### config.mk
export PLATFORM = sky130hd
export DESIGN_NAME = sssl_slave_flat
export DESIGN_NICKNAME = d
export VERILOG_FILES = /design/src/verilog/sssl_pkg.sv /design/src/verilog/sssl_if.sv /design/src/verilog/sssl_slave.sv /design/src/flat_wrapper.sv
export VERILOG_INCLUDE_DIRS = /design/src /design/src/verilog
export SDC_FILE = /design/constraint.sdc
export NUM_CORES = 1
export LEC_CHECK = 0
export ABC_AREA = 1
export BUFFER_PORTS_ARGS = -buffer_cell sky130_fd_sc_hd__buf_2
export CAP_MARGIN = 20
export CORE_UTILIZATION = 58
export DETAILED_ROUTE_END_ITERATION = 8
export MAX_ROUTING_LAYER = met4
export PLACE_DENSITY_LB_ADDON = 0.2
export RECOVER_POWER = 50
export SLEW_MARGIN = 20
export SYNTH_ARGS = -nofsm -noshare
export SYNTH_HDL_FRONTEND = slang
export SYNTH_SLANG_ARGS = --single-unit
### constraint.sdc
create_clock -name clk_in -period 4.7 [get_ports clk_in]
set_clock_uncertainty 0.2 [all_clocks]
set_input_delay 0.235 -clock clk_in [delete_from_list [all_inputs] [get_ports clk_in]]
set_output_delay 0.235 -clock clk_in [all_outputs]
set_load 0.03 [all_outputs]
### src/verilog/sssl_consts.svh
// Constants for the serial command shift and latch link
`ifndef SSSL_CONSTS_SVH
`define SSSL_CONSTS_SVH
`define SSSL_WORD_BITS 20
`define SSSL_CLK_PERIOD_NS 4
`define SSSL_FILT_NS 20
`define SSSL_FILT_CYCLES ((`SSSL_FILT_NS + `SSSL_CLK_PERIOD_NS - 1) / `SSSL_CLK_PERIOD_NS)
`define SSSL_SCK_HALF_CYCLES 8
`define SSSL_SEL_BIT_HI 19
`define SSSL_SEL_BIT_MID 18
`define SSSL_SEL_BIT_LO 17
`define SSSL_READ_SELECT_FIELD_HI 5
`define SSSL_READ_SELECT_FIELD_LO 4
`define SSSL_SYNC_IDLE 4'h6
`endif

### src/verilog/sssl_pkg.sv
// Types shared by both ends of the serial command link
`include "sssl_consts.svh"
package sssl_pkg;
    typedef logic [`SSSL_WORD_BITS-1:0] sssl_word_t;
    typedef logic [1:0] sssl_read_select_field_t;
    typedef enum logic [2:0] {
        SSSL_TGT_CTRL,
        SSSL_TGT_CHOP,
        SSSL_TGT_ENERGY,
        SSSL_TGT_LOAD,
        SSSL_TGT_DRV
    } sssl_target_e;
endpackage : sssl_pkg

### src/verilog/sssl_if.sv
// Serial link wires between master and slave
`timescale 1ns/1ps
`default_nettype none
interface sssl_if;
    logic sck;
    logic sdi;
    logic sdo;
    logic chip_select_low;
    modport master (output sck, output sdi, output chip_select_low, input sdo);
    modport slave (input sck, input sdi, input chip_select_low, output sdo);
endinterface : sssl_if
`default_nettype wire

### src/verilog/sssl_slave.sv
// Device end: serial shift register, pass-through and command latch
// Behaviour
// - Act only while chip select is low
// - Capture input bit on rising serial clock
// - Update output bit after falling serial clock
// - Words travel most significant bit first
// - Master gives at least twenty clocks
// - Extra bits emerge twenty clocks later
// - Chip select stays low whole transaction
// - Rising chip select latches shift register
// - Command is last twenty bits received
// - Serial clock at most half system clock
// - Extra ten percent margin on oscillator
// - Serial clock limits four or eight MHz; master default HALF_CYCLES of 8 gives a 64 ns period, about 15.6 MHz
// - Filter pulses shorter than twenty nanoseconds
// - Chain sends twenty bits per device
// - Top bits select configuration register
// - Read select field picks response word
`timescale 1ns/1ps
`default_nettype none
`include "sssl_consts.svh"
module sssl_slave #(
    parameter int FILT_CYCLES = `SSSL_FILT_CYCLES
) (
    input wire logic clk_in,
    input wire logic sys_rst_in,
    sssl_if.slave link,
    input wire logic driver_disable_in,
    input wire sssl_pkg::sssl_word_t resp_status_in,
    input wire sssl_pkg::sssl_word_t resp_load_in,
    input wire sssl_pkg::sssl_word_t resp_energy_in,
    output logic driver_disabled_out,
    output logic cmd_valid_out,
    output sssl_pkg::sssl_word_t cmd_word_out,
    output sssl_pkg::sssl_target_e cmd_target_out,
    output sssl_pkg::sssl_read_select_field_t read_select_field_out
);
    import sssl_pkg::*;

    // Positions of the four pins in the synchroniser vector
    localparam int NIN = 4;
    localparam int SCK_IDX = 0;
    localparam int SDI_IDX = 1;
    localparam int CSL_IDX = 2;
    localparam int DIS_IDX = 3;
    localparam logic [NIN-1:0] IN_IDLE = `SSSL_SYNC_IDLE;
    logic [NIN-1:0] raw;
    logic [NIN-1:0] sync1;
    logic [NIN-1:0] sync2;
    logic [NIN-1:0] filt;
    logic [NIN-1:0] filt_d;
    sssl_word_t shreg;
    sssl_word_t cmd;
    sssl_target_e cmd_target;
    sssl_read_select_field_t read_select_field;
    logic sdo;

    function automatic sssl_target_e decode_target(input sssl_word_t w);
        if (!w[`SSSL_SEL_BIT_HI])
            decode_target = SSSL_TGT_CTRL;
        else if (!w[`SSSL_SEL_BIT_MID])
            decode_target = w[`SSSL_SEL_BIT_LO] ? SSSL_TGT_ENERGY : SSSL_TGT_CHOP;
        else
            decode_target = w[`SSSL_SEL_BIT_LO] ? SSSL_TGT_DRV : SSSL_TGT_LOAD;
    endfunction : decode_target

    assign raw = {driver_disable_in, link.chip_select_low, link.sdi, link.sck};

    // Two flops per pin; only sync2 reads sync1
    always_ff @(posedge clk_in or posedge sys_rst_in)
    begin
        if (sys_rst_in)
        begin
            sync1 <= IN_IDLE;
            sync2 <= IN_IDLE;
        end
        else
        begin
            sync1 <= raw;
            sync2 <= sync1;
        end
    end

    // Glitch filter: level must hold FILT_CYCLES before it is accepted
    genvar g;
    generate
        for (g = 0; g < NIN; g = g + 1)
        begin : gen_filt
            logic [7:0] cnt;
            logic level;
            assign filt[g] = level;
            always_ff @(posedge clk_in or posedge sys_rst_in)
            begin
                if (sys_rst_in)
                begin
                    cnt <= 8'h00;
                    level <= IN_IDLE[g];
                end
                else if (sync2[g] == level)
                    cnt <= 8'h00;
                else if (cnt >= 8'(FILT_CYCLES - 1))
                begin
                    cnt <= 8'h00;
                    level <= sync2[g];
                end
                else
                    cnt <= cnt + 8'h01;
            end
        end
    endgenerate

    always_ff @(posedge clk_in or posedge sys_rst_in)
    begin
        if (sys_rst_in)
            filt_d <= IN_IDLE;
        else
            filt_d <= filt;
    end

    // Edges come from filtered levels, so a glitch never shifts
    wire sck_rise = filt[SCK_IDX] && !filt_d[SCK_IDX];
    wire sck_fall = !filt[SCK_IDX] && filt_d[SCK_IDX];
    wire cs_fall = !filt[CSL_IDX] && filt_d[CSL_IDX];
    wire cs_rise = filt[CSL_IDX] && !filt_d[CSL_IDX];
    wire sel = !filt[CSL_IDX];

    sssl_word_t resp;
    // Unused code 3 answers like code 2
    always_comb
    begin
        if (read_select_field == 2'h0)
            resp = resp_status_in;
        else if (read_select_field == 2'h1)
            resp = resp_load_in;
        else
            resp = resp_energy_in;
    end

    // Shift register doubles as the 20-stage chain delay
    always_ff @(posedge clk_in or posedge sys_rst_in)
    begin
        if (sys_rst_in)
            shreg <= '0;
        else if (cs_fall)
            shreg <= resp;
        else if (sel && sck_rise)
            shreg <= {shreg[`SSSL_WORD_BITS-2:0], filt[SDI_IDX]};
    end

    // Preload on select fall so the first bit stands before the first rise
    always_ff @(posedge clk_in or posedge sys_rst_in)
    begin
        if (sys_rst_in)
            sdo <= 1'b0;
        else if (cs_fall)
            sdo <= resp[`SSSL_WORD_BITS-1];
        else if (sel && sck_fall)
            sdo <= shreg[`SSSL_WORD_BITS-1];
    end

    // Command and its decoded target change together on a select rise
    always_ff @(posedge clk_in or posedge sys_rst_in)
    begin
        if (sys_rst_in)
        begin
            cmd <= '0;
            cmd_target <= SSSL_TGT_CTRL;
        end
        else if (cs_rise)
        begin
            cmd <= shreg;
            cmd_target <= decode_target(shreg);
        end
    end

    always_ff @(posedge clk_in or posedge sys_rst_in)
    begin
        if (sys_rst_in)
            cmd_valid_out <= 1'b0;
        else
            cmd_valid_out <= cs_rise;
    end

    // Only a driver configuration write moves the read select
    always_ff @(posedge clk_in or posedge sys_rst_in)
    begin
        if (sys_rst_in)
            read_select_field <= 2'h0;
        else if (cs_rise && decode_target(shreg) == SSSL_TGT_DRV)
            read_select_field <= shreg[`SSSL_READ_SELECT_FIELD_HI:`SSSL_READ_SELECT_FIELD_LO];
    end

    always_ff @(posedge clk_in or posedge sys_rst_in)
    begin
        if (sys_rst_in)
            driver_disabled_out <= 1'b0;
        else
            driver_disabled_out <= filt[DIS_IDX];
    end

    assign link.sdo = sdo;
    assign cmd_word_out = cmd;
    assign cmd_target_out = cmd_target;
    assign read_select_field_out = read_select_field;
endmodule : sssl_slave
`default_nettype wire

### src/flat_wrapper.sv
// flat-port wrapper written by rule: the top's interface ports become plain ports
module sssl_slave_flat import sssl_pkg::*;
#(
    parameter int FILT_CYCLES = `SSSL_FILT_CYCLES
)
  (clk_in, sys_rst_in, driver_disable_in, resp_status_in, resp_load_in, resp_energy_in, driver_disabled_out, cmd_valid_out, cmd_word_out, cmd_target_out, read_select_field_out, link_sck, link_sdi, link_chip_select_low, link_sdo);
  sssl_if link_i ();
  input wire logic clk_in;
  input wire logic sys_rst_in;
  input wire logic driver_disable_in;
  input wire sssl_pkg::sssl_word_t resp_status_in;
  input wire sssl_pkg::sssl_word_t resp_load_in;
  input wire sssl_pkg::sssl_word_t resp_energy_in;
  output logic driver_disabled_out;
  output logic cmd_valid_out;
  output sssl_pkg::sssl_word_t cmd_word_out;
  output sssl_pkg::sssl_target_e cmd_target_out;
  output sssl_pkg::sssl_read_select_field_t read_select_field_out;
  input wire logic [$bits(link_i.sck)-1:0] link_sck;
  input wire logic [$bits(link_i.sdi)-1:0] link_sdi;
  input wire logic [$bits(link_i.chip_select_low)-1:0] link_chip_select_low;
  output wire logic [$bits(link_i.sdo)-1:0] link_sdo;
  assign link_i.sck = link_sck;
  assign link_i.sdi = link_sdi;
  assign link_i.chip_select_low = link_chip_select_low;
  assign link_sdo = link_i.sdo;
  sssl_slave #(.FILT_CYCLES(FILT_CYCLES)) u_core (.clk_in(clk_in), .sys_rst_in(sys_rst_in), .link(link_i), .driver_disable_in(driver_disable_in), .resp_status_in(resp_status_in), .resp_load_in(resp_load_in), .resp_energy_in(resp_energy_in), .driver_disabled_out(driver_disabled_out), .cmd_valid_out(cmd_valid_out), .cmd_word_out(cmd_word_out), .cmd_target_out(cmd_target_out), .read_select_field_out(read_select_field_out));
endmodule
# Yosys cells after proc, flatten, opt, wreduce, memory -nomap -nowiden
# Cells that the tools add are included.
# W data, S select, Z words.
[totals] reg_bits=95 input_bits=66 output_inout_bits=28 word_cells=72
[classes] addsub=4 order_cmp=4 eq_ne=6 n_mux=18 n_bitwise=4 n_reduce_logical=18
[op_table] cell="$mux W20" n=4
[op_table] cell="$mux W8" n=8
[op_table] cell="$add A8 B1 Y8 const B" n=4
[op_table] cell="$ge A8 B3 Y1 const B" n=4
[op_table] cell="$mux W3" n=3
[op_table] cell="$reduce_and A2 Y1" n=4
[op_table] cell="$logic_and A1 B1 Y1" n=7
[op_table] cell="$eq A1 B1 Y1" n=4
[op_table] cell="$logic_not A1 Y1" n=4
[op_table] cell="$not A1 Y1" n=4
[op_table] cell="$reduce_bool A2 Y1" n=2
[op_table] cell="$eq A3 B3 Y1 const B" n=1
[op_table] cell="$eq A2 B1 Y1 const B" n=1
[op_table] cell="$logic_not A2 Y1" n=1
[op_table] cell="$mux W1" n=2
[op_table] cell="$mux W2" n=1

# Logic depth before layout (Yosys ltp)
[depth] word_depth=5 depth_mapped=8 depth_no_buf=6

# Worst setup path before layout
# OpenSTA, ideal clock, no wires.
[synth_timing] path_type="reg2reg" startpoint="reg u_core.gen_filt[2].level" endpoint="reg u_core.shreg[10]" t_arrival_ps=1106 t_required_ps=4384 slack_ps=3277 path_stages_with_launch=7 period_less_slack_ps=1423 path_cell_list="dfstp_2 -> buf_6 -> nor2_4 -> buf_2 -> o21bai_2 -> nand2_1 -> nand2_1"
[synth_between] elab_chain_len=3
[synth_rtl] element="start, declared" line_no="sssl_slave.sv:90" source="logic level;"
[synth_rtl] element="start signal, assigned" line_no="sssl_slave.sv:97" source="level <= IN_IDLE[g];"
[synth_rtl] element="start signal, assigned" line_no="sssl_slave.sv:104" source="level <= sync2[g];"
[synth_rtl] element="$logic_not A1 Y1 *" line_no="sssl_slave.sv:123, sssl_slave.sv:125"
[synth_rtl] element="$logic_and A1 B1 Y1, on equally long branches" line_no="sssl_slave.sv:123, sssl_slave.sv:146"
[synth_rtl] element="$mux W20 or $reduce_bool A2 Y1 (tied branches)"
[synth_rtl] element="end signal, assigned" line_no="sssl_slave.sv:145" source="shreg <= resp;"
[synth_rtl] element="end signal, assigned" line_no="sssl_slave.sv:147" source="shreg <= {shreg[`SSSL_WORD_BITS-2:0], filt[SDI_IDX]};"
[synth_rtl] element="end, declared" line_no="sssl_slave.sv:52" source="sssl_word_t shreg;"
# Mark *: on every way between the ends. The rest lies on a longest branch, timed or not.
# A chain may end at the register's enable or synchronous reset.

==> results.txt <==
----------------------------------------------------
[Yosys]
  Count of warnings emitted by yosys ... 0
  Cells after synthesis ... ~500
  Post-synthesis sequential area ratio ... around 55%
  Post-synthesis register bit count ... 94
  Synth Cell Area ... 0.00430 mm^2
  Avg Cell Area, Syn ... 8.80 um^2
  Yosys cell types ... 25

[Worst setup path]
  Slowest stage cell on the critical path ... sky130_fd_sc_hd__clkinvlp_2
  Element type at the critical path start ... input port
  Element type at the critical path end ... asynchronous set/reset pin
  Stage delay of the slowest cell on the critical path ... about 1.4 ns
  Bufs and invs on worst path ... 4
  Cell class contributing the biggest share of worst-path delay ... buffers and inverters
  Crit path kind ... input port to asynchronous set/reset pin
  Crit path depth ... 4
  Sequence of cells on the critical path ... dlygate4sd3_1 -> buf_2 -> clkinvlp_2 -> buf_4
  Highest fanout seen on the critical path ... 60
  Required time at the endpoint of the critical path ... 4.99 ns
  Cell depth of the worst flop-to-flop path ... 5
  Critical Path AT ... approximately 3.0 ns

[Run]
  Count of max-cap constraint violations ... 1

[Layout]
  Synth-to-layout area growth ... 18.1%
  Proportion of layout cells with a drive suffix above 1 ... a little over a fifth
  Count of antenna diodes in the layout ... 0
  Net count, final ... 677
  Utilization of the core after routing ... approximately 70%

[Route]
  Average wire per standard cell ... between 10 and 15 um
  DRC violation count after routing ... 0
  Number of antenna-violating nets in the routed design ... 0
  Number of vias in the routed layout ... between 3000 and 4000
  Via/cell ratio ... slightly below 5
  DRC violation total after the first TritonRoute iteration ... 222
  Drt total wl ... 8770 um
  Router iterations before antenna repair ... 4

[STA]
  Unrepaired setup endpoints after global routing ... no
  Hold Fails Final Rpt ... 0
  Min Clock Period, post-route ... between 2 and 3 ns
  Maximum clock frequency ... ~380 MHz
  # setup viols final ... 0
  Slew Viols, Final ... 61
  Tcrit/Tclk final ... about 57%
  Total negative slack for setup checks ... 0 ns
  Worst Tran Pin Value ... around 2.5 ns
  Worst slew margin relative to its limit ... -68.9%
  Final-layout worst hold slack ... 0.0132 ns

[Hold path]
  Number of cells on the worst hold path ... 5
  Worst hold path class ... input port to flip-flop

[Power and ir drop]
  Internal power of the cells ... roughly 1.4 mW
  Worst vdd ir ... approximately 0.23 mV
  Total leakage power ... 2.70 nW
  Share of total power in combinational logic ... ~28%
  Power per unit of standard cell area ... 424 mW/mm^2
  Total power ... about 2.2 mW
  Clock power share ... between 20% and 30%
  Reported net switching power ... 0.802 mW
  Switch share ... a little under two fifths
  Part of the total power dissipated in sequential elements ... 48.5%

[Global route]
  Total GRT Usage ... 25.4%
  Number of global-route vias before repair ... ~3300
  Initial antenna violation count ... 0
  Wire length of the first global-routing pass ... between 10000 and 15000 um
  Global route overflow ... 0
  Pin count of the biggest net entering global routing ... 61

[Clock tree]
  Root buffer selected by CTS ... sky130_fd_sc_hd__clkbuf_8
  CTS H-tree lvls ... 3
  Clock latency on the worst-skew pair ... between 0.3 and 0.4 ns
  Number of instances resized during post-cts repair ... 0
  Clock buffer count from CTS ... 9
  Clock tree from TritonCTS ... built
  Clock Pin Slew Worst Setup and Hold Paths ... about 0.080 ns
  CTS Sinks ... 94
  Clock Path Buffers ... 2

[Floorplan]
  DIE AREA ... 0.00777 mm^2
  Core area ... roughly 0.0072 mm^2
  Vertical die dimension ... 88.1 um
  Starting density of the core ... 59.7%
  Die extent in x ... about 88 um
  Number of standard-cell rows in the floorplan ... 31
  IO Pins ... 94

[Status]
  Outcome ... finished, violations left
  Failing checks ... max-capacitance violations, max-slew violations

[Placement]
  Number of buffers added on ports ... 93
  GP Congestion ... 0.912
  Detail Placement HPWL ... between 6000 and 7000 um

----------------------------------------------------
repair_timing:
item                                   in CTS  in global routing
hold buffers                                9                  0
endpoints found under the hold margin      60                  0
setup buffers                               0                  0
setup endpoints to repair                   0                  0
final cells by class:
type                            instances  area (um^2)
Multi-Input combinational cell        331         1620
Clock buffer                           13          139
Timing Repair Buffer                  103          539
Clock inverter                          3         45.0
Sequential cell                        94         2360
Fill cell                             598         2130
Inverter                               63          250
Tap cell                               99          124
Yosys cell counts:
library cell / n / area share [%]
sky130_fd_sc_hd__buf_2: 13 / 1.5
sky130_fd_sc_hd__nand2_1: 150 / 13
sky130_fd_sc_hd__o21ai_1: 1 / 0.12
sky130_fd_sc_hd__inv_8: 1 / 0.26
sky130_fd_sc_hd__xor2_1: 4 / 0.81
sky130_fd_sc_hd__nand3_4: 1 / 0.41
sky130_fd_sc_hd__o21bai_1: 9 / 1.6
sky130_fd_sc_hd__buf_6: 7 / 1.8
sky130_fd_sc_hd__o21ai_0: 24 / 2.8
sky130_fd_sc_hd__nor2_1: 38 / 3.3
sky130_fd_sc_hd__nor2_4: 1 / 0.26
sky130_fd_sc_hd__or2_2: 4 / 0.58
sky130_fd_sc_hd__nand4_1: 2 / 0.29
sky130_fd_sc_hd__dfstp_2: 7 / 4.3
sky130_fd_sc_hd__ha_1: 9 / 2.6
sky130_fd_sc_hd__o21bai_2: 10 / 2.6
sky130_fd_sc_hd__a21oi_1: 1 / 0.12
sky130_fd_sc_hd__nand2_4: 3 / 0.78
sky130_fd_sc_hd__nor2_2: 10 / 1.5
sky130_fd_sc_hd__inv_6: 1 / 0.20
sky130_fd_sc_hd__conb_1: 1 / 0.087
sky130_fd_sc_hd__inv_1: 60 / 5.2
sky130_fd_sc_hd__dfrtp_1: 87 / 51
sky130_fd_sc_hd__nand3_1: 44 / 5.1
sky130_fd_sc_hd__inv_2: 1 / 0.087
layout by cell type (no fill, tap or decap), drive strengths merged, types with 7 or more instances in the layout:
master	instances
inv	62
dfrtp	87
nand3	45
o21bai	19
ha	9
clkbuf	32
dfstp	7
nand2	153
conb	20
nor2	49
buf	75
dlygate4sd3	9
o21ai	25
power by group through the flow:
stage                     Clock, mW  Sequential, mW  Combinational [mW]
after global placement            0            1.05               0.585
final                         0.509            1.04               0.600
after detailed placement          0            1.06               0.601
after floorplan                   0            1.12               0.375
after global routing          0.554            1.06               0.676
after CTS                     0.522            1.04               0.610
worst paths after layout:
kind | slack (ns) | to | startpoint
setup / recovery | 2.04 | u_core.read_select_field_out[0]$_DFFE_PP0P_ | sys_rst_in
hold / removal | 0.01 | u_core.shreg[0]$_DFFE_PP0P_ | resp_status_in[0]
setup reg to reg | 2.62 | u_core.shreg[18]$_DFFE_PP0P_ | u_core.read_select_field_out[0]$_DFFE_PP0P_
hold reg to reg | 0.15 | u_core.sync2[2]$_DFF_PP1_ | u_core.sync1[2]$_DFF_PP1_
max in group clk_in | 2.62 | u_core.shreg[18]$_DFFE_PP0P_ | u_core.read_select_field_out[0]$_DFFE_PP0P_
min in group asynchronous | 0.93 | u_core.gen_filt[0].cnt[1]$_DFF_PP0_ | sys_rst_in
cell families (layout without fill, tap and decap cells):
group	Yosys count	after routing	synth area share, %
AO/OA/AOI/OAI	45	45	7.21
XOR/XNOR	4	4	0.814
other	1	20	0.0871
AND/OR/NAND/NOR	253	253	25.3
buffers and inverters	83	182	9.13
flip-flops	94	94	54.9
adder cells (fa/ha/maj)	9	9	2.62
worst register-to-register path, delay by kind of cell, from the launching register on:
family        cells  cell delay (ns)
flops             1             0.67
simple gates      5             1.15
registers in the layout, summed over array words and instances, names as in the netlist:
signal and flops:
u_core.filt_d 2, u_core.driver_disabled_out 1, u_core.sync2 4, u_core.cmd_word_out 20, u_core.cmd_target_out 3, u_core.gen_filt.level 4, u_core.link.sdo 1, u_core.read_select_field_out 2
u_core.gen_filt.cnt 32, u_core.cmd_valid_out 1, u_core.shreg 20, u_core.sync1 4
per-layer routing:
layer	wire [um]	up-vias	track usage (%)
met2	4130	88	39.9
met1	3960	1605	31.5
li1	-	1701	-
met4	269	0	11.7
met5	0	-	-
met3	413	31	5.37
metrics by stage:
step	instances	worst slack [ns]	area (um^2)
after global routing	706	1.57	5080
final	706	2.04	5080
after CTS	706	2.64	5110
after detailed placement	681	2.65	4830
after floorplan	508	1.83	4380
after global placement	681	2.41	4830
(Power assumes the default switching activity.)
